--- src/rtl/ssp_pkg.sv ---
// Constants, types and helper functions shared by the stacked SPI packet layer.
package ssp_pkg;

  localparam logic [5:0] SSP_ADDR_DISCOVER = 6'h00;
  localparam logic [5:0] SSP_ADDR_BCAST = 6'h3f;

  localparam logic [7:0] SSP_OFF_DEV_STATUS = 8'h00;
  localparam logic [7:0] SSP_OFF_G1_LAST = 8'h12;
  localparam logic [7:0] SSP_OFF_ALERT = 8'h20;
  localparam logic [7:0] SSP_OFF_FAULT = 8'h21;
  localparam logic [7:0] SSP_OFF_G1B_FIRST = 8'h22;
  localparam logic [7:0] SSP_OFF_G1B_LAST = 8'h25;
  localparam logic [7:0] SSP_OFF_G2_FIRST = 8'h30;
  localparam logic [7:0] SSP_OFF_G2_LAST = 8'h34;
  localparam logic [7:0] SSP_OFF_SHADOW = 8'h3a;
  localparam logic [7:0] SSP_OFF_ADDR_CTRL = 8'h3b;
  localparam logic [7:0] SSP_OFF_RESET = 8'h3c;
  localparam logic [7:0] SSP_OFF_TEST = 8'h3d;
  localparam logic [7:0] SSP_OFF_EPROM_EN = 8'h3f;
  localparam logic [7:0] SSP_OFF_MAP_END = 8'h40;

  localparam logic [7:0] SSP_ALERT_RST = 8'h80;
  localparam logic [7:0] SSP_FAULT_RST = 8'h08;
  localparam int SSP_FAULT_CRC_BIT = 4;
  localparam int SSP_DSTAT_AR_BIT = 6;
  localparam int SSP_ACTL_AR_BIT = 7;
  localparam logic [7:0] SSP_RESET_CMD = 8'ha5;

  localparam logic [7:0] SSP_CRC_POLY = 8'h07;
  localparam logic [7:0] SSP_CRC_INIT = 8'h00;
  localparam logic [2:0] SSP_LAST_BIT = 3'h7;

  typedef enum logic [2:0] {
    ST_ADDR = 3'b000,
    ST_OFFS = 3'b001,
    ST_LEN = 3'b010,
    ST_WDATA = 3'b011,
    ST_WCRC = 3'b100,
    ST_RDATA = 3'b101,
    ST_DONE = 3'b110,
    ST_SKIP = 3'b111
  } ssp_state_e;

  typedef struct packed {
    logic we;
    logic [5:0] addr;
    logic [7:0] data;
  } ssp_wr_s;

  function automatic logic [7:0] ssp_crc8(input logic [7:0] crc, input logic [7:0] data);
    logic [7:0] c;
    c = crc ^ data;
    for (int i = 0; i < 8; i++) begin
      c = c[7] ? ({c[6:0], 1'b0} ^ SSP_CRC_POLY) : {c[6:0], 1'b0};
    end
    return c;
  endfunction : ssp_crc8

  function automatic logic ssp_addr_valid(input logic [5:0] a);
    return (a != SSP_ADDR_DISCOVER) && (a != SSP_ADDR_BCAST);
  endfunction : ssp_addr_valid

  // Locations a host write stores into the register memory.
  function automatic logic ssp_is_host_rw(input logic [7:0] off);
    return (off == SSP_OFF_ALERT) || (off >= SSP_OFF_G2_FIRST && off <= SSP_OFF_G2_LAST) ||
           (off == SSP_OFF_SHADOW) || (off == SSP_OFF_TEST) || (off == SSP_OFF_EPROM_EN);
  endfunction : ssp_is_host_rw

  // Locations that the device's own logic updates; SSP_OFF_ALERT also takes host writes.
  function automatic logic ssp_is_internal(input logic [7:0] off);
    return (off <= SSP_OFF_G1_LAST) || (off == SSP_OFF_ALERT) ||
           (off >= SSP_OFF_G1B_FIRST && off <= SSP_OFF_G1B_LAST);
  endfunction : ssp_is_internal

  function automatic logic [7:0] ssp_reset_value(input logic [7:0] off);
    return (off == SSP_OFF_ALERT) ? SSP_ALERT_RST : 8'h00;
  endfunction : ssp_reset_value

endpackage : ssp_pkg

--- src/rtl/ssp_packet.sv ---
// Packet layer of a stackable SPI slave: framing, check byte, broadcast and address discovery.
//
// Overview of operation
// - Write data enters on the south input and is relayed north.
// - Bad or missing check byte on a write raises the south alert.
// - Writes to address 0x3f are taken by every validly addressed device.
// - Writes carry one data byte; first byte is address shifted left plus write bit.
// - Order: address, offset, length for reads, data, then check byte; only writes can disable it.
// - The data supplier appends the check byte; both ends compute it.
// - Check byte is CRC-8 with polynomial x^8+x^2+x+1, MSB first.
// - Read check covers address, offset, length and returned data, not dummy bytes.
// - Check at chip select release; on failure drop, flag, latch fault output.
// - The check flag stays set after a failed packet until a host write of one to it or a reset clears it.
// - Reset clears address request, zeroes address and raises south alert.
// - At address zero the north chip select is held deasserted.
// - With a valid address north chip select follows south chip select.
// - Address write sets request bit, mirrors it, releases alert, opens north select.
// - A device at address zero blocks traffic to devices above it.
// - Vertical chip select is active high; only the matching device answers.
// - Reserved locations and unused bits read as zero.
// - Read-only registers reset and change only through internal updates.
// - Read/write registers reset and each write packet changes one register.
// - Write data is held until the check passes, else discarded.
// - Serial mode 1: clock idles low, launch on rise, sample on fall.
// - Chip select assertion resets and realigns the serial receiver.
// - The addressed device drives read data south, then a check byte.
`timescale 1ns/1ps
module ssp_packet
  import ssp_pkg::*;
(
  input wire logic clk_i,
  input wire logic rst_n_i,
  input wire logic south_sclk_i,
  input wire logic south_cs_n_i,
  input wire logic south_serial_in_i,
  input wire logic north_return_in_i,
  input wire logic north_alert_i,
  input wire logic check_byte_disable_i,
  input wire ssp_wr_s int_wr_i,
  output logic north_sclk_o,
  output logic north_cs_o,
  output logic north_serial_out_o,
  output logic south_return_out_o,
  output logic south_alert_o,
  output logic fault_o,
  output logic [5:0] dev_addr_o,
  output logic address_request_flag_o,
  output logic crc_error_o
);

  ////////////////////////////////////////////////////////////////////////////////
  // Pin synchronisers and edge detection.

  logic [4:0] s1_q;
  logic [4:0] s2_q;
  logic sclk_prev_q;
  logic csn_prev_q;

  always_ff @(posedge clk_i or negedge rst_n_i) begin
    if (!rst_n_i) begin
      s1_q <= 5'h1e;
      s2_q <= 5'h1e;
      sclk_prev_q <= 1'b0;
      csn_prev_q <= 1'b1;
    end else begin
      s1_q <= {north_alert_i, north_return_in_i, south_serial_in_i, south_cs_n_i, south_sclk_i};
      s2_q <= s1_q;
      sclk_prev_q <= s2_q[0];
      csn_prev_q <= s2_q[1];
    end
  end

  logic sclk_s, csn_s, south_serial_in, ret_s, nalert_s;
  assign sclk_s = s2_q[0];
  assign csn_s = s2_q[1];
  assign south_serial_in = s2_q[2];
  assign ret_s = s2_q[3];
  assign nalert_s = s2_q[4];

  logic cs_start, cs_end, sclk_fall, sclk_rise;
  assign cs_start = csn_prev_q && !csn_s;
  assign cs_end = !csn_prev_q && csn_s;
  assign sclk_fall = !csn_s && sclk_prev_q && !sclk_s;
  assign sclk_rise = !csn_s && !sclk_prev_q && sclk_s;

  ////////////////////////////////////////////////////////////////////////////////
  // Bit receiver.

  logic [7:0] rx_q;
  logic [2:0] bitcnt_q;
  logic byte_done;
  logic [7:0] rx_byte;
  assign byte_done = sclk_fall && (bitcnt_q == SSP_LAST_BIT);
  assign rx_byte = {rx_q[6:0], south_serial_in};

  always_ff @(posedge clk_i or negedge rst_n_i) begin
    if (!rst_n_i) begin
      rx_q <= 8'h00;
      bitcnt_q <= 3'h0;
    end else if (cs_start) begin
      bitcnt_q <= 3'h0;
    end else if (sclk_fall) begin
      rx_q <= rx_byte;
      bitcnt_q <= bitcnt_q + 3'h1;
    end
  end

  ////////////////////////////////////////////////////////////////////////////////
  // Packet sequencer.

  ssp_state_e state_q;
  logic is_wr_q;
  logic [7:0] off_q;
  logic [7:0] len_q;
  logic [7:0] idx_q;
  logic [7:0] wdata_q;
  logic [7:0] crc_q;
  logic [7:0] tx_byte_q;
  logic [7:0] rd_ptr_q;
  logic [5:0] addr_q;
  logic ar_q;
  logic reset_alert_q;
  logic soft_rst_q;
  logic [7:0] fault_q;
  logic [7:0] mem_rdata;
  logic addr_valid;
  logic hdr_match;
  assign addr_valid = ssp_addr_valid(addr_q);
  // A broadcast is never taken at address zero, so discovery cannot be disturbed by it.
  assign hdr_match = !rx_byte[7] && ((rx_byte[6:1] == addr_q) ||
                     (rx_byte[6:1] == SSP_ADDR_BCAST && addr_valid));

  always_ff @(posedge clk_i or negedge rst_n_i) begin
    if (!rst_n_i) begin
      state_q <= ST_ADDR;
      is_wr_q <= 1'b0;
      off_q <= 8'h00;
      len_q <= 8'h00;
      idx_q <= 8'h00;
      wdata_q <= 8'h00;
    end else if (soft_rst_q || cs_start) begin
      state_q <= ST_ADDR;
      is_wr_q <= 1'b0;
      idx_q <= 8'h00;
    end else if (byte_done) begin
      unique case (state_q)
        ST_ADDR: begin
          is_wr_q <= rx_byte[0];
          state_q <= hdr_match ? ST_OFFS : ST_SKIP;
        end
        ST_OFFS: begin
          off_q <= rx_byte;
          state_q <= is_wr_q ? ST_WDATA : ST_LEN;
        end
        ST_LEN: begin
          len_q <= rx_byte;
          idx_q <= 8'h00;
          state_q <= ST_RDATA;
        end
        ST_WDATA: begin
          wdata_q <= rx_byte;
          state_q <= check_byte_disable_i ? ST_DONE : ST_WCRC;
        end
        ST_WCRC: state_q <= ST_DONE;
        ST_RDATA: begin
          if (idx_q == len_q) begin
            state_q <= ST_DONE;
          end else begin
            idx_q <= idx_q + 8'h01;
          end
        end
        ST_DONE: state_q <= ST_DONE;
        ST_SKIP: state_q <= ST_SKIP;
      endcase
    end
  end

  // The running check covers every request byte and, while sending, the byte just sent.
  logic [7:0] crc_nxt;
  assign crc_nxt = ssp_crc8(crc_q, (state_q == ST_RDATA) ? tx_byte_q : rx_byte);

  always_ff @(posedge clk_i or negedge rst_n_i) begin
    if (!rst_n_i) begin
      crc_q <= SSP_CRC_INIT;
    end else if (cs_start) begin
      crc_q <= SSP_CRC_INIT;
    end else if (byte_done && state_q != ST_DONE && state_q != ST_SKIP) begin
      crc_q <= crc_nxt;
    end
  end

  ////////////////////////////////////////////////////////////////////////////////
  // Read data path.

  logic [7:0] rd_val;
  always_comb begin
    rd_val = 8'h00;
    if (rd_ptr_q == SSP_OFF_DEV_STATUS) begin
      rd_val = mem_rdata;
      rd_val[SSP_DSTAT_AR_BIT] = ar_q;
    end else if (rd_ptr_q == SSP_OFF_FAULT) begin
      rd_val = fault_q;
    end else if (rd_ptr_q == SSP_OFF_ADDR_CTRL) begin
      rd_val = {ar_q, 1'b0, addr_q};
    end else if (ssp_is_host_rw(rd_ptr_q) || ssp_is_internal(rd_ptr_q)) begin
      rd_val = mem_rdata;
    end
  end

  always_ff @(posedge clk_i or negedge rst_n_i) begin
    if (!rst_n_i) begin
      tx_byte_q <= 8'h00;
      rd_ptr_q <= 8'h00;
    end else if (byte_done && state_q == ST_OFFS) begin
      rd_ptr_q <= rx_byte;
    end else if (byte_done && state_q == ST_LEN) begin
      tx_byte_q <= (rx_byte == 8'h00) ? crc_nxt : rd_val;
      rd_ptr_q <= rd_ptr_q + 8'h01;
    end else if (byte_done && state_q == ST_RDATA) begin
      tx_byte_q <= (idx_q + 8'h01 == len_q) ? crc_nxt : rd_val;
      rd_ptr_q <= rd_ptr_q + 8'h01;
    end
  end

  // Read data goes out on rising edges; otherwise the return line is relayed from above.
  always_ff @(posedge clk_i or negedge rst_n_i) begin
    if (!rst_n_i) begin
      south_return_out_o <= 1'b0;
    end else if (state_q == ST_RDATA) begin
      if (sclk_rise) begin
        south_return_out_o <= tx_byte_q[~bitcnt_q];
      end
    end else begin
      south_return_out_o <= ret_s;
    end
  end

  ////////////////////////////////////////////////////////////////////////////////
  // End of packet: check and commit.

  logic wr_pkt, crc_ok, crc_fail, commit;
  assign wr_pkt = cs_end && is_wr_q && state_q != ST_ADDR && state_q != ST_SKIP;
  assign crc_ok = check_byte_disable_i || (crc_q == 8'h00);
  // A packet that ends before its check byte never reaches the done state.
  assign crc_fail = wr_pkt && !check_byte_disable_i && (state_q != ST_DONE || !crc_ok);
  assign commit = wr_pkt && state_q == ST_DONE && crc_ok;

  ssp_wr_s mem_wr;
  always_comb begin
    mem_wr = '0;
    if (commit && ssp_is_host_rw(off_q)) begin
      mem_wr = '{we: 1'b1, addr: off_q[5:0], data: wdata_q};
    end else if (int_wr_i.we && ssp_is_internal({2'b00, int_wr_i.addr})) begin
      mem_wr = int_wr_i;
    end
  end

  ssp_regmem #(
    .DEPTH(64)
  ) u_mem (
    .clk_i(clk_i),
    .rst_n_i(rst_n_i),
    .clear_i(soft_rst_q),
    .wr_i(mem_wr),
    .rd_addr_i(rd_ptr_q[5:0]),
    .rd_data_o(mem_rdata)
  );

  always_ff @(posedge clk_i or negedge rst_n_i) begin
    if (!rst_n_i) begin
      soft_rst_q <= 1'b0;
    end else begin
      soft_rst_q <= commit && off_q == SSP_OFF_RESET && wdata_q == SSP_RESET_CMD;
    end
  end

  always_ff @(posedge clk_i or negedge rst_n_i) begin
    if (!rst_n_i) begin
      addr_q <= SSP_ADDR_DISCOVER;
      ar_q <= 1'b0;
      reset_alert_q <= 1'b1;
    end else if (soft_rst_q) begin
      addr_q <= SSP_ADDR_DISCOVER;
      ar_q <= 1'b0;
      reset_alert_q <= 1'b1;
    end else if (commit && off_q == SSP_OFF_ADDR_CTRL) begin
      addr_q <= wdata_q[5:0];
      ar_q <= 1'b1;
      reset_alert_q <= 1'b0;
    end
  end

  // Host writes clear the bits written as one; a failure in the same cycle still sets its flag.
  always_ff @(posedge clk_i or negedge rst_n_i) begin
    if (!rst_n_i) begin
      fault_q <= SSP_FAULT_RST;
    end else if (soft_rst_q) begin
      fault_q <= SSP_FAULT_RST;
    end else begin
      fault_q <= ((commit && off_q == SSP_OFF_FAULT) ? (fault_q & ~wdata_q) : fault_q) |
                 (crc_fail ? (8'h01 << SSP_FAULT_CRC_BIT) : 8'h00);
    end
  end

  ////////////////////////////////////////////////////////////////////////////////
  // Stack relay and status outputs.

  always_ff @(posedge clk_i or negedge rst_n_i) begin
    if (!rst_n_i) begin
      north_cs_o <= 1'b0;
      north_sclk_o <= 1'b0;
      north_serial_out_o <= 1'b0;
      south_alert_o <= 1'b1;
      fault_o <= 1'b1;
    end else begin
      north_cs_o <= addr_valid && !csn_s;
      north_sclk_o <= addr_valid && sclk_s;
      north_serial_out_o <= addr_valid && south_serial_in;
      south_alert_o <= reset_alert_q || nalert_s || fault_q[SSP_FAULT_CRC_BIT];
      fault_o <= |fault_q;
    end
  end

  assign dev_addr_o = addr_q;
  assign address_request_flag_o = ar_q;
  assign crc_error_o = fault_q[SSP_FAULT_CRC_BIT];
endmodule : ssp_packet

--- src/rtl/ssp_regmem.sv ---
// Register memory of the packet layer with a registered read port.
`timescale 1ns/1ps
module ssp_regmem
  import ssp_pkg::*;
#(
  parameter int DEPTH = 64
) (
  input wire logic clk_i,
  input wire logic rst_n_i,
  input wire logic clear_i,
  input wire ssp_wr_s wr_i,
  input wire logic [5:0] rd_addr_i,
  output logic [7:0] rd_data_o
);

  logic [7:0] mem_q [DEPTH];

  for (genvar g = 0; g < DEPTH; g++) begin : g_word
    always_ff @(posedge clk_i or negedge rst_n_i) begin
      if (!rst_n_i) begin
        mem_q[g] <= ssp_reset_value(8'(g));
      end else if (clear_i) begin
        mem_q[g] <= ssp_reset_value(8'(g));
      end else if (wr_i.we && wr_i.addr == 6'(g)) begin
        mem_q[g] <= wr_i.data;
      end
    end
  end

  always_ff @(posedge clk_i or negedge rst_n_i) begin
    if (!rst_n_i) begin
      rd_data_o <= 8'h00;
    end else begin
      rd_data_o <= mem_q[rd_addr_i];
    end
  end

endmodule : ssp_regmem

--- config.mk ---
export PLATFORM = sky130hd
export DESIGN_NAME = ssp_packet
export DESIGN_NICKNAME = d
export VERILOG_FILES = /design/src/rtl/ssp_pkg.sv /design/src/rtl/ssp_packet.sv /design/src/rtl/ssp_regmem.sv
export SDC_FILE = /design/constraint.sdc
export NUM_CORES = 1
export LEC_CHECK = 0
export ABC_AREA = 1
export BUFFER_PORTS_ARGS = -buffer_cell sky130_fd_sc_hd__buf_2
export CAP_MARGIN = 10
export CORE_AREA = 2 2 185 278
export CTS_CLUSTER_SIZE = 14
export DETAILED_ROUTE_END_ITERATION = 16
export DIE_AREA = 0 0 187 280
export HOLD_SLACK_MARGIN = 0.05
export PLACE_DENSITY = 0.76
export SLEW_MARGIN = 10
export SYNTH_ARGS = -nofsm -noshare
export SYNTH_HDL_FRONTEND = slang
export SYNTH_SLANG_ARGS = --single-unit
--- constraint.sdc ---
create_clock -name clk_i -period 2.9 [get_ports clk_i]
set_input_delay 0.29 -clock clk_i [delete_from_list [all_inputs] [get_ports clk_i]]
set_output_delay 0.29 -clock clk_i [all_outputs]
set_load 0.05 [all_outputs]
# Word level (Yosys, flattened, before mapping)
# Cells that the tools add are included.
classes:
  add_sub_neg: 3
  multipliers: 0
  n_div: 0
  n_lt_le_gt_ge: 12
  eq_ne: 96
  shifts: 0
  muxes: 184
  bitwise_logic: 17
  reduce_logical: 214
op_table:
  columns: ["operator", "n"]
  rows:
  - ["$mux W8", 149]
  - ["$eq A6 B6 Y1 const B", 34]
  - ["$reduce_bool A2 Y1", 70]
  - ["$eq A8 B6 Y1 const B", 13]
  - ["$logic_and A1 B1 Y1", 99]
  - ["$eq A6 B5 Y1 const B", 16]
  - ["$bmux W8 S6", 1]
  - ["$eq A6 B4 Y1 const B", 8]
  - ["$mux W3", 14]
  - ["$mux W15", 2]
  - ["$not A3 Y3", 9]
  - ["$eq A6 B3 Y1 const B", 4]
  - ["$ge A8 B6 Y1 const B", 3]
  - ["$le A8 B6 Y1 const B", 3]
  - ["$logic_not A8 Y1", 3]
  - ["$pmux W3 S7", 1]
  - ["$logic_or A1 B1 Y1", 19]
  - ["$add A8 B1 Y8 const B", 2]
  - ["$eq A8 B8 Y1", 2]
  - ["$pmux W8 S2", 1]
  - ["$eq A3 B3 Y1 const B", 5]
  - ["$eq A6 B2 Y1 const B", 2]
  - ["$mux W6", 2]
  - ["$ne A3 B3 Y1 const B", 4]
  - ["other kinds (33)", 60]
totals:
  register_bits: 625
  latch_bits: 0
  ramBits: 0
  mem_bits_ro: 0
  in_bits: 23
  memories: 0

# Depth between registers and ports, before layout
# Gate-level depths: netlist (run 1).
logic_depth:
  depth_word: 22
  depth_mapped: 18
  ltp_nobuf: 17

# Modules after synthesis
# Synthesis (run 1) repeated with hierarchy kept, for this count alone.
hier_totals:
  hier_cells: 3865
  hier_area_um2: 30201.5
modules_own_cells:
  columns: ["mod", "n_inst", "cells_each", "area_each_um2", "seq_area_each_um2"]
  rows:
  - ["ssp_regmem", 1, 3009, 23975.5, 13013.7]
  - ["ssp_packet", 1, 856, 6226.0, 2643.8]

# Worst setup path after synthesis (run 1)
# OpenSTA, ideal clock, no wires.
synth_path:
  path_kind: "register -> register"
  start: "reg rd_ptr_q[0]"
  end: "reg tx_byte_q[6]"
  setup_ps: 65
  arrival_ps: 2433
  required_time_ps: 2835
  path_slack_ps: 401
  path_stages_with_launch: 19
  period_less_slack_ps: 2499
  path_cell_list: "dfrtp_1 > buf_2 > inv_1 > clkbuf_1 > clkbuf_1 > clkbuf_1 > ha_1 > inv_1 > nor3_1 > nor2_1 > nand3_1 > nand2_1 > inv_1 > nand3_1 > nand3_1 > nand2_1 > nand2_1 > nand3_1 > nand2_1"
synth_between:
  elab_chain_len: 14
  word_cells_on_any_way: 29
  classes_between: "order compare: 5; eq/ne: 6; mux: 8; reduce/logical: 10"
synth_lines:
  columns: ["item", "line_no", "rtl"]
  rows:
  - ["start, declared", "ssp_packet.sv:119", "logic [7:0] rd_ptr_q;"]
  - ["start signal, assigned", "ssp_packet.sv:215", "rd_ptr_q <= rx_byte;"]
  - ["start signal, assigned", "ssp_packet.sv:218", "rd_ptr_q <= rd_ptr_q + 8'h01;"]
  - ["start signal, assigned", "ssp_packet.sv:221", "rd_ptr_q <= rd_ptr_q + 8'h01;"]
  - ["$ge A8 B6 Y1 or $le A8 B6 Y1 (tied branches)", "ssp_pkg.sv:65", "return (off == SSP_OFF_ALERT) || (off >= SSP_OFF_G2_FIRST && off <= SSP_OFF_G2_LAST) ||"]
  - ["$logic_and A1 B1 Y1", "ssp_pkg.sv:65", null]
  - ["$logic_or A1 B1 Y1 (2 in series)", "ssp_pkg.sv:65", null]
  - ["$logic_or A1 B1 Y1 (2 in series)", "ssp_pkg.sv:66", "(off == SSP_OFF_SHADOW) || (off == SSP_OFF_TEST) || (off == SSP_OFF_EPROM_EN);"]
  - ["$logic_or A1 B1 Y1", "ssp_packet.sv:205", "end else if (ssp_is_host_rw(rd_ptr_q) || ssp_is_internal(rd_ptr_q)) begin"]
  - ["$mux W8", "ssp_packet.sv:205", null]
  - ["$mux W8", "ssp_packet.sv:203", "end else if (rd_ptr_q == SSP_OFF_ADDR_CTRL) begin"]
  - ["$mux W8", "ssp_packet.sv:201", "end else if (rd_ptr_q == SSP_OFF_FAULT) begin"]
  - ["$mux W8 *", "ssp_packet.sv:198", "if (rd_ptr_q == SSP_OFF_DEV_STATUS) begin"]
  - ["$mux W8", "ssp_packet.sv:220", "tx_byte_q <= (idx_q + 8'h01 == len_q) ? crc_nxt : rd_val;"]
  - ["$mux W8", "ssp_packet.sv:219", "end else if (byte_done && state_q == ST_RDATA) begin"]
  - ["$mux W8 *", "ssp_packet.sv:216", "end else if (byte_done && state_q == ST_LEN) begin"]
  - ["end signal, assigned", "ssp_packet.sv:217", "tx_byte_q <= (rx_byte == 8'h00) ? crc_nxt : rd_val;"]
  - ["end signal, assigned", "ssp_packet.sv:220", null]
  - ["end, declared", "ssp_packet.sv:118", "logic [7:0] tx_byte_q;"]
# Every way passes the cells marked *; elsewhere a longest branch is shown, timed or not. The select of a mux whose other input is x is not followed.
# A chain may end at the register's enable or synchronous reset.

# Worst setup path in the final report (run 1)
layout_path:
  start: "reg s2_q[1]"
  end: "reg u_mem.mem_q[493] (netlist bit)"
layout_between:
  elab_chain_len: 11
  word_cells_on_any_way: 13
  classes_between: "eq/ne: 1; mux: 3; reduce/logical: 9"
layout_lines:
  columns: ["item", "line_no", "rtl"]
  rows:
  - ["start, declared", "ssp_packet.sv:55", "logic [4:0] s2_q;"]
  - ["start signal, assigned", "ssp_packet.sv:67", "s2_q <= s1_q;"]
  - ["$logic_and A1 B1 Y1 *", "ssp_packet.sv:82", "assign cs_end = !csn_prev_q && csn_s;"]
  - ["$logic_and A1 B1 Y1 * (3 in series)", "ssp_packet.sv:242", "assign wr_pkt = cs_end && is_wr_q && state_q != ST_ADDR && state_q != ST_SKIP;"]
  - ["$logic_and A1 B1 Y1 * (2 in series)", "ssp_packet.sv:246", "assign commit = wr_pkt && state_q == ST_DONE && crc_ok;"]
  - ["$logic_and A1 B1 Y1 *", "ssp_packet.sv:251", "if (commit && ssp_is_host_rw(off_q)) begin"]
  - ["$mux W15 *", "ssp_packet.sv:251", null]
  - ["$eq A6 B2 Y1", "ssp_regmem.sv:24", "end else if (wr_i.we && wr_i.addr == 6'(g)) begin"]
  - ["$logic_and A1 B1 Y1", "ssp_regmem.sv:24", null]
  - ["$reduce_bool A2 Y1 (no source line)", null, null]
  - ["end signal, assigned by index", "ssp_regmem.sv:21", "mem_q[g] <= ssp_reset_value(8'(g));"]
  - ["end signal, assigned by index", "ssp_regmem.sv:23", "mem_q[g] <= ssp_reset_value(8'(g));"]
  - ["end signal, assigned by index", "ssp_regmem.sv:25", "mem_q[g] <= wr_i.data;"]
  - ["end, declared", "ssp_regmem.sv:16", "logic [7:0] mem_q [DEPTH];"]
# Marked as above.

==> results of run 1 <==
## how the worst min path moves through the flow
| stage | to |
|---|---|
| CTS | u_mem.mem_q[507] |
| detailed placement | u_mem.mem_q[397] |
| finish | u_mem.mem_q[403] |
| global route | u_mem.mem_q[427] |
| global placement | u_mem.mem_q[397] |
| floorplan | address_request_flag_o |
## worst reg2reg max path, stage by stage (launching register included)
cell and delay, ns:
dfstp_2 0.57, nand2_1 0.08, nor2_2 0.14, nand4_4 0.13, nor2_8 0.21, nand2_4 0.16, nand2_2 0.11, nand2_4 0.07
nand2_2 0.15, nand2_2 0.12, nor2_4 0.40, nand2_4 0.16, inv_2 0.17, nand2_1 0.07, nand2_1 0.07
## cell families (layout without fill, tap and decap cells)
| group | count (synthesis) | count (layout) |
|---|---|---|
| AND/OR/NAND/NOR | 1628 | 1628 |
| AO/OA/AOI/OAI | 781 | 781 |
| buffers and inverters | 642 | 707 |
| flip-flops | 625 | 625 |
| XOR/XNOR | 26 | 26 |
| adder cells (fa/ha/maj) | 7 | 7 |
## layout by cell type, fill, tap and decap left out, types with 8 or more instances in the layout
cell / synthesis / final
nand2_1: 798 / 798
dfrtp_1: 611 / 608
nor2_1: 440 / 436
o21ai_0: 427 / 427
inv_1: 406 / 404
nand3_1: 277 / 277
a21oi_1: 229 / 222
buf_4: 0 / 89
clkbuf_16: 0 / 59
o22ai_1: 39 / 39
buf_2: 25 / 35
o21ai_1: 34 / 34
inv_2: 29 / 29
buf_12: 0 / 27
nand4_1: 22 / 22
xor2_1: 19 / 19
nor3_1: 16 / 16
clkinv_2: 5 / 16
nand2_2: 15 / 15
clkbuf_1: 140 / 15
o211ai_1: 14 / 14
nand3_4: 14 / 14
dfstp_2: 14 / 14
nand2_4: 10 / 10
nor2_4: 10 / 10
a21oi_4: 1 / 8
clkbuf_8: 0 / 8
## timing repair
item / CTS / global route
setup endpoints to repair: 0 / 45
buffers inserted: 0 / 1
hold buffers: 7 / 0
hold endpoints to repair: 50 / 0
gates resized for setup: 0 / 1
## area by class of cell
| cell class | instances | area [um^2] |
|---|---|---|
| clock buffer | 82 | 1640 |
| clock inverter | 21 | 267 |
| fill | 4182 | 17000 |
| inverter | 445 | 1690 |
| multi-input combinational | 2442 | 11600 |
| sequential | 625 | 15700 |
| tap | 669 | 837 |
| timing repair buffer | 159 | 1470 |
## state kept, by name (all words and copies together) (netlist names), 7 cells and up
signal / count
u_mem.mem_q: 512
crc_q: 8
fault_q: 8
idx_q: 8
len_q: 8
off_q: 8
rd_ptr_q: 8
tx_byte_q: 8
u_mem.rd_data_o: 8
wdata_q: 8
rx_q: 7
## power groups by stage
stage | Clock (W) | Sequential (W) | Combinational [W]
global placement | 0 | 0.00918 | 0.00125
finish | 0.00779 | 0.00902 | 0.00129
detailed placement | 0 | 0.00918 | 0.00126
CTS | 0.00787 | 0.00902 | 0.00128
floorplan | 0 | 0.00915 | 0.000641
global route | 0.00820 | 0.00904 | 0.00142
## metal layers
metal	vias up	track usage, %	part of all wire (%)
met2	1082	53.6	49
met4	0	18.0	6.2
met1	12000	39.9	38
li1	11900	-	-
met3	279	4.20	7.0
met5	-	0	0
## metrics by stage
| step | cells | total power [W] | instance area (um^2) |
|---|---|---|---|
| 2_1_floorplan | 3709 | 0.00979 | 29600 |
| 3_3_place_gp | 4332 | 0.0104 | 31200 |
| 3_5_place_dp | 4332 | 0.0104 | 31200 |
| 4_1_cts | 4442 | 0.0182 | 33100 |
| 5_1_grt | 4443 | 0.0187 | 33200 |
| 6_report | 4443 | 0.0181 | 33200 |
==> flow_summary.yaml, run 1 <==
logic_synthesis:
  yosys.area.top_type: "dfrtp_1"
  ys_top_cells_by_count: "nand2_1, dfrtp_1, nor2_1"
  synth_top_family_by_area: "simple AND/OR/NAND/NOR gates"
  synth_compound_area_share_pct: 13.9
  ys.warnings.count: 0
  synth_flop_cell: "dfrtp_1"
  syn_area_per_cell_um2: 7.99
  synth.top_cell.area_share_pct: 51.6
  synthArstFlopShare_pct: 100
  ys_types: 51
  yosys.area_share.xor_xnor_pct: 0.769
  ys_seq_area_share_pct: 52.9
  syn_area_um2: 29600
  synth_most_common_cell: "nand2_1"
  syn-num-nets: 3739
  synth_cells: 3709
  synth_simple_gate_area_share_pct: 23.9
  synth-seq-cells: 625
  synth_edf_count: 0
  synthMuxAreaShare_pct: 0
  synthTopCellsByArea: "dfrtp_1, nand2_1, o21ai_0"
  synthAdderAreaFrac_pct: 0.296
clock_tree:
  clkSinkCount: 625
  cts_htree_levels: 2
  cts_inserted_buffers: 57
  clock_latency_ns: 0.61
  cts_buffer_depth: 3
  clkSlewWorstSetupHoldPaths_ns: 0.06
  cts_tree: "done"
  root_buffer: "clkbuf_16"
hold_path:
  min_path_type: "primary input to register"
  hold_depth: 5
  holdCritStartpoint: "int_wr_i[3]"
pwr:
  combinationalPowerShare_pct: 7.1
  intPower_w: 0.0138
  cellPowerDensity_nw_per_um2: 546
  peakVddDrop_mv: 0.642
  swShare_pct: 24.0
  switchingPower_w: 0.00434
  clkPwrFrac_pct: 43.0
  p_seq_share_pct: 49.8
  leakagePower_nw: 16.7
sta:
  setup-violations-final: 0
  slew_viol_final: 0
  fin_hold_ws_ns: 0.174
  fin_crit_sh_pct: 92.5
  worst_slack_ns: 0.219
  setup_tns_ns: 0
  clock_skew_ns: 0.0164
  fmax_ghz: 0.373
  worstMarginPinSlew_ns: 1.19
  rsz0062_at_grt: "false"
  final.min_clock_period_ns: 2.68
  max-slew-margin-rel_pct: 20.9
  hold_viol: 0
critical_path:
  cp.depth: 14
  slowest_delay_ns: 0.57
  arrival_ns: 3.22
  regToRegSetupSlack_ns: 0.22
  setup.worst_path.start: "s2_q[1]"
  r2r-end: "u_mem.mem_q[493]"
  crit_end: "u_mem.mem_q[493]"
  critPathMaxFanout: 13
  startpoint_type: "register"
  critPathRequiredTime_ns: 3.44
  cp-end-kind: "register"
  cp_slowest_cell: "dfstp_2"
  crit_chain: "nand2_1 > nor2_2 > nand4_4 > nor2_8 > nand2_4 > nand2_2 > nand2_4 > nand2_2 > nand2_2 > nor2_4 > nand2_4 > inv_2 > nand2_1 > nand2_1"
  worst-setup-path-type: "register to register"
  r2r-start: "s2_q[1]"
  crit_buf_inv: 1
  r2r_cells: 14
  crit_family: "simple AND/OR/NAND/NOR gates"
placed_design:
  place_ws_ns: 0.134
  place.gp.congestion: 0.923
  dp_hpwl_um: 54700
  portBuffers: 36
floorplanning:
  rows: 101
  pin_count: 37
  die_y_um: 280
  core_um2: 50200
  initial_utilization_pct: 59.0
  die_w_um: 187
  dieArea_um2: 52400
finish:
  nNetsFinal: 3760
  drive_gt1_share_pct: 9.96
  antenna_cells: 0
  fin_util_pct: 66.1
  area_delta_synth_final_pct: 12.0
job:
  max-cap-violations: 0
run_status:
  status: "completed"
routing:
  drcViolationCount: 0
  routed_wl_um: 82400
  avgRoutedWirePerCell_um: 18.6
  vias_per_cell: 5.70
  postRouteAntennaNets: 0
  vias: 25300
  drtPass1Iterations: 7
  drtIter0Drc: 2526
global_route:
  grt_overflow_total: 0
  grt_pass1_wl_um: 133000
  grtUsageTotal_pct: 31.9
  grt_pass1_vias: 24800
  antenna_found_initial: 1
  grt_max_degree: 237
Note: power is estimated with default switching activity, not from simulation.
==> run 2, diff against run 1 <==
clock period = 2.95 ns   (was 2.9 ns; I/O delays follow)
==> run 2 against run 1 <==
Effect of this change:
- critical path depth increased by 1
- global-route usage hardly changed
- clock skew grew 0.0095 ns
- sequential power down 2%
- combinational power hardly changed
- critical endpoint is now u_mem.mem_q[219]
- worst hold slack better by 0.013 ns
- cell count fell by 0.34%
- design area shrank 0.20%
- via count about the same
- clock power down 2.8%
- setup slack better by 0.026 ns
- first-iteration DRC count shrank 12%
==> flow_summary.yaml, run 2 (synthesis results as in run 1) <==
placed_design:
  place.gp.congestion: 0.915
  portBuffers: 36
  place_area_um2: 31100
  dp_hpwl_um: 54700
global_route:
  grt_pass1_vias: 24600
  grt_pass1_wl_um: 133000
  grtUsageTotal_pct: 31.9
  grt_overflow_total: 0
  use_met1_pct: 39.1
  grt_max_degree: 196
  grtUsageMet3_pct: 4.58
  grt.busiest_layer: "met2"
  antenna_found_initial: 0
  use_met2_pct: 53.1
sta:
  setup-violations-final: 0
  fin_hold_ws_ns: 0.187
  fmax_ghz: 0.370
  slew_viol_final: 0
  hold_viol: 0
  clock_skew_ns: 0.0259
  setup_tns_ns: 0
  max-slew-margin-rel_pct: 36.5
  rsz0062_at_grt: "false"
  worstMarginPinSlew_ns: 0.946
  fin_crit_sh_pct: 91.7
  final.min_clock_period_ns: 2.71
pwr:
  clkPwrFrac_pct: 42.8
  leakagePower_nw: 16.7
  p_seq_share_pct: 50.1
  cellPowerDensity_nw_per_um2: 535
  swShare_pct: 24.1
  switchingPower_w: 0.00427
  intPower_w: 0.0134
  peakVddDrop_mv: 0.443
  combinationalPowerShare_pct: 7.1
routing:
  postRouteAntennaNets: 0
  drcViolationCount: 0
  avgRoutedWirePerCell_um: 18.7
  drtIter0Drc: 2223
  vias_per_cell: 5.73
  routed_wl_um: 82900
  vias: 25400
  drtPass1Iterations: 6
critical_path:
  crit_family: "simple AND/OR/NAND/NOR gates"
  worst-setup-path-type: "register to register"
  critPathMaxFanout: 13
  slowest_delay_ns: 0.41
  regToRegSetupSlack_ns: 0.24
  setup.worst_path.start: "crc_q[7]"
  cp-end-kind: "register"
  arrival_ns: 3.19
  cp_slowest_cell: "dfrtp_1"
  r2r_cells: 15
  cpMostUsedCell: "nand2_1"
  crit_chain: "nor2_1 > nand2_1 > nor2_2 > nor2_2 > nor2_8 > nand2_4 > inv_4 > nand2_1 > nand2_2 > nand2_1 > nor2_1 > buf_4 > nand2_1 > nand3_1 > nand2_1"
  startpoint_type: "register"
  r2r-end: "u_mem.mem_q[219]"
  r2r-start: "crc_q[7]"
  critPathRequiredTime_ns: 3.43
  crit_buf_inv: 2
finish:
  final_common_cell: "nand2_1"
  top_register: "u_mem.mem_q"
  drive_gt1_share_pct: 9.68
  nNetsFinal: 3747
  area_delta_synth_final_pct: 11.8
  largest_reg_flops: 512
  nFillCells: 4210
  antenna_cells: 0
  final-seq-area_um2: 15700
  multi_input_area_um2: 11600
  final_cell_mix: "nand2_1, dfrtp_1, nor2_1, o21ai_0, inv_1"
  final_area_um2: 33100
floorplanning:
  die_y_um: 280
  dieArea_um2: 52400
  rows: 101
  core_um2: 50200
  pin_count: 37
  die_w_um: 187
  initial_utilization_pct: 59.0
clock_tree:
  cts_buffer_depth: 3
  clkSinkCount: 625
  root_buffer: "clkbuf_16"
  cts_htree_levels: 2
  cts_inserted_buffers: 57
  cts_tree: "done"
  clkSlewWorstSetupHoldPaths_ns: 0.07
  clock_latency_ns: 0.61
hold_path:
  min_path_type: "primary input to register"
  hold-path-endpoint: "u_mem.mem_q[91]"
  holdCritStartpoint: "int_wr_i[3]"
  hold_depth: 5
run_status:
  status: "completed"
job:
  max-cap-violations: 0
-- run 2: final cells by class --
class	instances	area share, %
repair buffers	146	4.29
clock inverters	19	0.631
well taps	669	2.53
inverters	445	5.12
multi-input cells	2442	35.0
clock buffers	82	5.08
flip-flops and latches	625	47.3
-- run 2: worst max-delay path by stage --
stage / to / slack (ns) / depth (start not counted)
2_1_floorplan: tx_byte_q[6] / 0.45 / 18
3_3_place_gp: u_mem.mem_q[383] / 0.24 / 15
3_5_place_dp: u_mem.mem_q[382] / 0.20 / 15
4_1_cts: u_mem.mem_q[381] / 0.15 / 15
5_1_grt: u_mem.mem_q[220] / 0.03 / 15
6_report: u_mem.mem_q[219] / 0.24 / 15
-- run 2: through the flow --
step / total power (W) / std cells / util [%] / worst slack (ns)
3_3_place_gp: 0.0102 / 4319 / 62.0 / 0.237
5_1_grt: 0.0182 / 4428 / 66.0 / 0.0349
4_1_cts: 0.0178 / 4427 / 65.9 / 0.155
3_5_place_dp: 0.0103 / 4319 / 62.0 / 0.199
2_1_floorplan: 0.00962 / 3709 / - / 0.451
6_report: 0.0177 / 4428 / 66.0 / 0.245
-- run 2: worst min-delay path, delay by kind of cell --
kind / cells / cell delay (ns)
and+or+nand+nor: 3 / 0.22
AOI/OAI and AO/OA: 1 / 0.13
buffers and inverters: 1 / 0.11
-- run 2: power groups by stage --
| stage | Sequential (W) | Clock [W] | Combinational [W] |
|---|---|---|---|
| after floorplan | 0.00899 | 0 | 0.000630 |
| after global placement | 0.00902 | 0 | 0.00122 |
| after detailed placement | 0.00902 | 0 | 0.00123 |
| after CTS | 0.00887 | 0.00764 | 0.00125 |
| after global routing | 0.00888 | 0.00797 | 0.00139 |
| final | 0.00887 | 0.00757 | 0.00126 |
-- run 2: what timing repair did --
item,4_1_cts,5_1_grt
setup endpoints to repair,0,26
hold endpoints to repair,65,0
gates resized for setup,0,1
hold buffers,7,0
setup buffers,0,1
-- run 2: per-layer routing --
metal	vias up	part of all wire, %
met5	-	0
met3	315	6.6
met2	1027	49
met4	0	6.9
met1	12100	38
li1	11900	-
==> run 3, diff against run 2 <==
CTS_BUF_LIST = sky130_fd_sc_hd__clkbuf_4   (was unset)
==> run 3 against run 2 <==
Effect of this change:
- first-iteration DRC count is 4.2% higher
- largest power group unchanged
- flip-flop and latch count stayed put
- non-clock buffer count is 17 higher
- clock power is 8.1% lower
- critical path depth is 5 lower
- routed wire length is 1.1% higher
- die area stayed put
- sequential power hardly changed
- setup slack better by 0.024 ns
==> flow_summary.yaml, run 3 (synthesis results as in run 1) <==
pwr:
  leakagePower_nw: 16.9
  peakVddDrop_mv: 0.301
  cellPowerDensity_nw_per_um2: 515
sta:
  max-slew-margin-rel_pct: 37.6
  setup-violations-final: 0
  fmax_ghz: 0.373
  clock_skew_ns: 0.0493
  rsz0062_at_grt: "false"
  fin_crit_sh_pct: 90.9
  fin_hold_ws_ns: 0.102
  setup_tns_ns: 0
  hold_viol: 0
  slew_viol_final: 0
  worstMarginPinSlew_ns: 0.930
  final.min_clock_period_ns: 2.68
clock_tree:
  cts_buffer_depth: 3
  cts_htree_levels: 4
  root_buffer: "clkbuf_4"
  cts_tree: "done"
  clock_latency_ns: 0.92
  clkSinkCount: 625
  cts_inserted_buffers: 150
  clkSlewWorstSetupHoldPaths_ns: 0.07
hold_path:
  min_path_type: "primary input to register"
finish:
  final_common_cell: "nand2_1"
  final_cell_mix: "nand2_1, dfrtp_1, nor2_1, o21ai_0, inv_1"
  final_cells: 4597
  drive_gt1_share_pct: 12.9
  nFillCells: 4295
  top_register: "u_mem.mem_q"
  largest_reg_flops: 512
  multi_input_area_um2: 11600
  final-seq-area_um2: 15700
  nNetsFinal: 3857
  area_delta_synth_final_pct: 12.1
critical_path:
  setup.worst_path.start: "bitcnt_q[0]"
  worst-setup-path-type: "register to register"
  critPathMaxFanout: 10
  r2r-start: "bitcnt_q[0]"
  arrival_ns: 3.41
  critPathRequiredTime_ns: 3.67
  regToRegSetupSlack_ns: 0.27
  crit_end: "rd_ptr_q[1]"
  r2r-end: "rd_ptr_q[1]"
  startpoint_type: "register"
  cp-end-kind: "register"
  r2r_cells: 10
routing:
  postRouteAntennaNets: 0
  drtIter0Drc: 2316
  drtPass1Iterations: 6
  vias: 26000
  drcViolationCount: 0
  vias_per_cell: 5.67
  routed_wl_um: 83800
  avgRoutedWirePerCell_um: 18.2
global_route:
  antenna_found_initial: 1
  grt_max_degree: 196
  grt_overflow_total: 0
  grt_pass1_vias: 25400
  grt_pass1_wl_um: 134000
  grtUsageTotal_pct: 32.6
floorplanning:
  initial_utilization_pct: 59.0
  pin_count: 37
  rows: 101
  die_y_um: 280
  dieArea_um2: 52400
  core_um2: 50200
  die_w_um: 187
run_status:
  status: "completed"
placed_design:
  dp_hpwl_um: 54700
  portBuffers: 36
  place.gp.congestion: 0.915
  placed_cells: 4319
job:
  max-cap-violations: 0
## run 3: worst min path at each step
stage,depth (start not counted),startpoint,slack [ns],endpoint
finish,7,int_wr_i[7],0.10,u_mem.mem_q[255]
global route,7,int_wr_i[7],0.09,u_mem.mem_q[255]
CTS,7,int_wr_i[7],0.05,u_mem.mem_q[255]
detailed placement,1,rst_n_i,0.33,u_mem.mem_q[8]
global placement,1,rst_n_i,0.34,u_mem.mem_q[29]
floorplan,0,rst_n_i,-0.0006,address_request_flag_o
## run 3: layout make-up
class,count,share of cell area [%]
Sequential cell,625,47.2
Multi-Input combinational cell,2442,34.9
Inverter,445,5.10
Clock buffer,217,4.91
Timing Repair Buffer,163,4.80
Tap cell,669,2.52
Clock inverter,35,0.573
Antenna cell,1,0.00754
## run 3: where the power goes
group / switching [W] / leakage [nW] / total (W) / internal [W]
Sequential: 0.000118 / 8.64 / 0.00887 / 0.00875
Clock: 0.00343 / 1.10 / 0.00696 / 0.00353
Combinational: 0.000884 / 7.20 / 0.00128 / 0.000397
## run 3: critical path, cell delays in order, from the launching register on
cell      delay [ns]
dfrtp_1         0.51
ha_1            0.22
ha_1            0.14
inv_1           0.04
nor2_1          0.30
buf_4           0.23
inv_1           0.07
nor2_1          0.44
nor2_1          0.22
inv_1           0.19
o221ai_1        0.17
## run 3: per-layer routing
layer	part of all wire, %	GRT usage, %
met5	0	0
met4	6.6	21.5
met3	6.9	6.07
met2	49	54.2
met1	38	38.9
## run 3: metrics by stage
| step | area (um^2) | setup WS, ns | util [%] | total power (W) |
|---|---|---|---|---|
| after floorplan | 29600 | 0.451 | - | 0.00962 |
| after global placement | 31100 | 0.237 | 62.0 | 0.0102 |
| after detailed placement | 31100 | 0.199 | 62.0 | 0.0103 |
| after CTS | 33200 | 0.168 | 66.2 | 0.0172 |
| after global routing | 33200 | 0.0355 | 66.2 | 0.0178 |
| final | 33200 | 0.269 | 66.2 | 0.0171 |
## run 3: what timing repair did
item / 4_1_cts / 5_1_grt
hold endpoints to repair: 700 / 0
gates resized for setup: 0 / 1
hold buffers: 23 / 0
buffers inserted: 0 / 2
setup endpoints to repair: 0 / 15
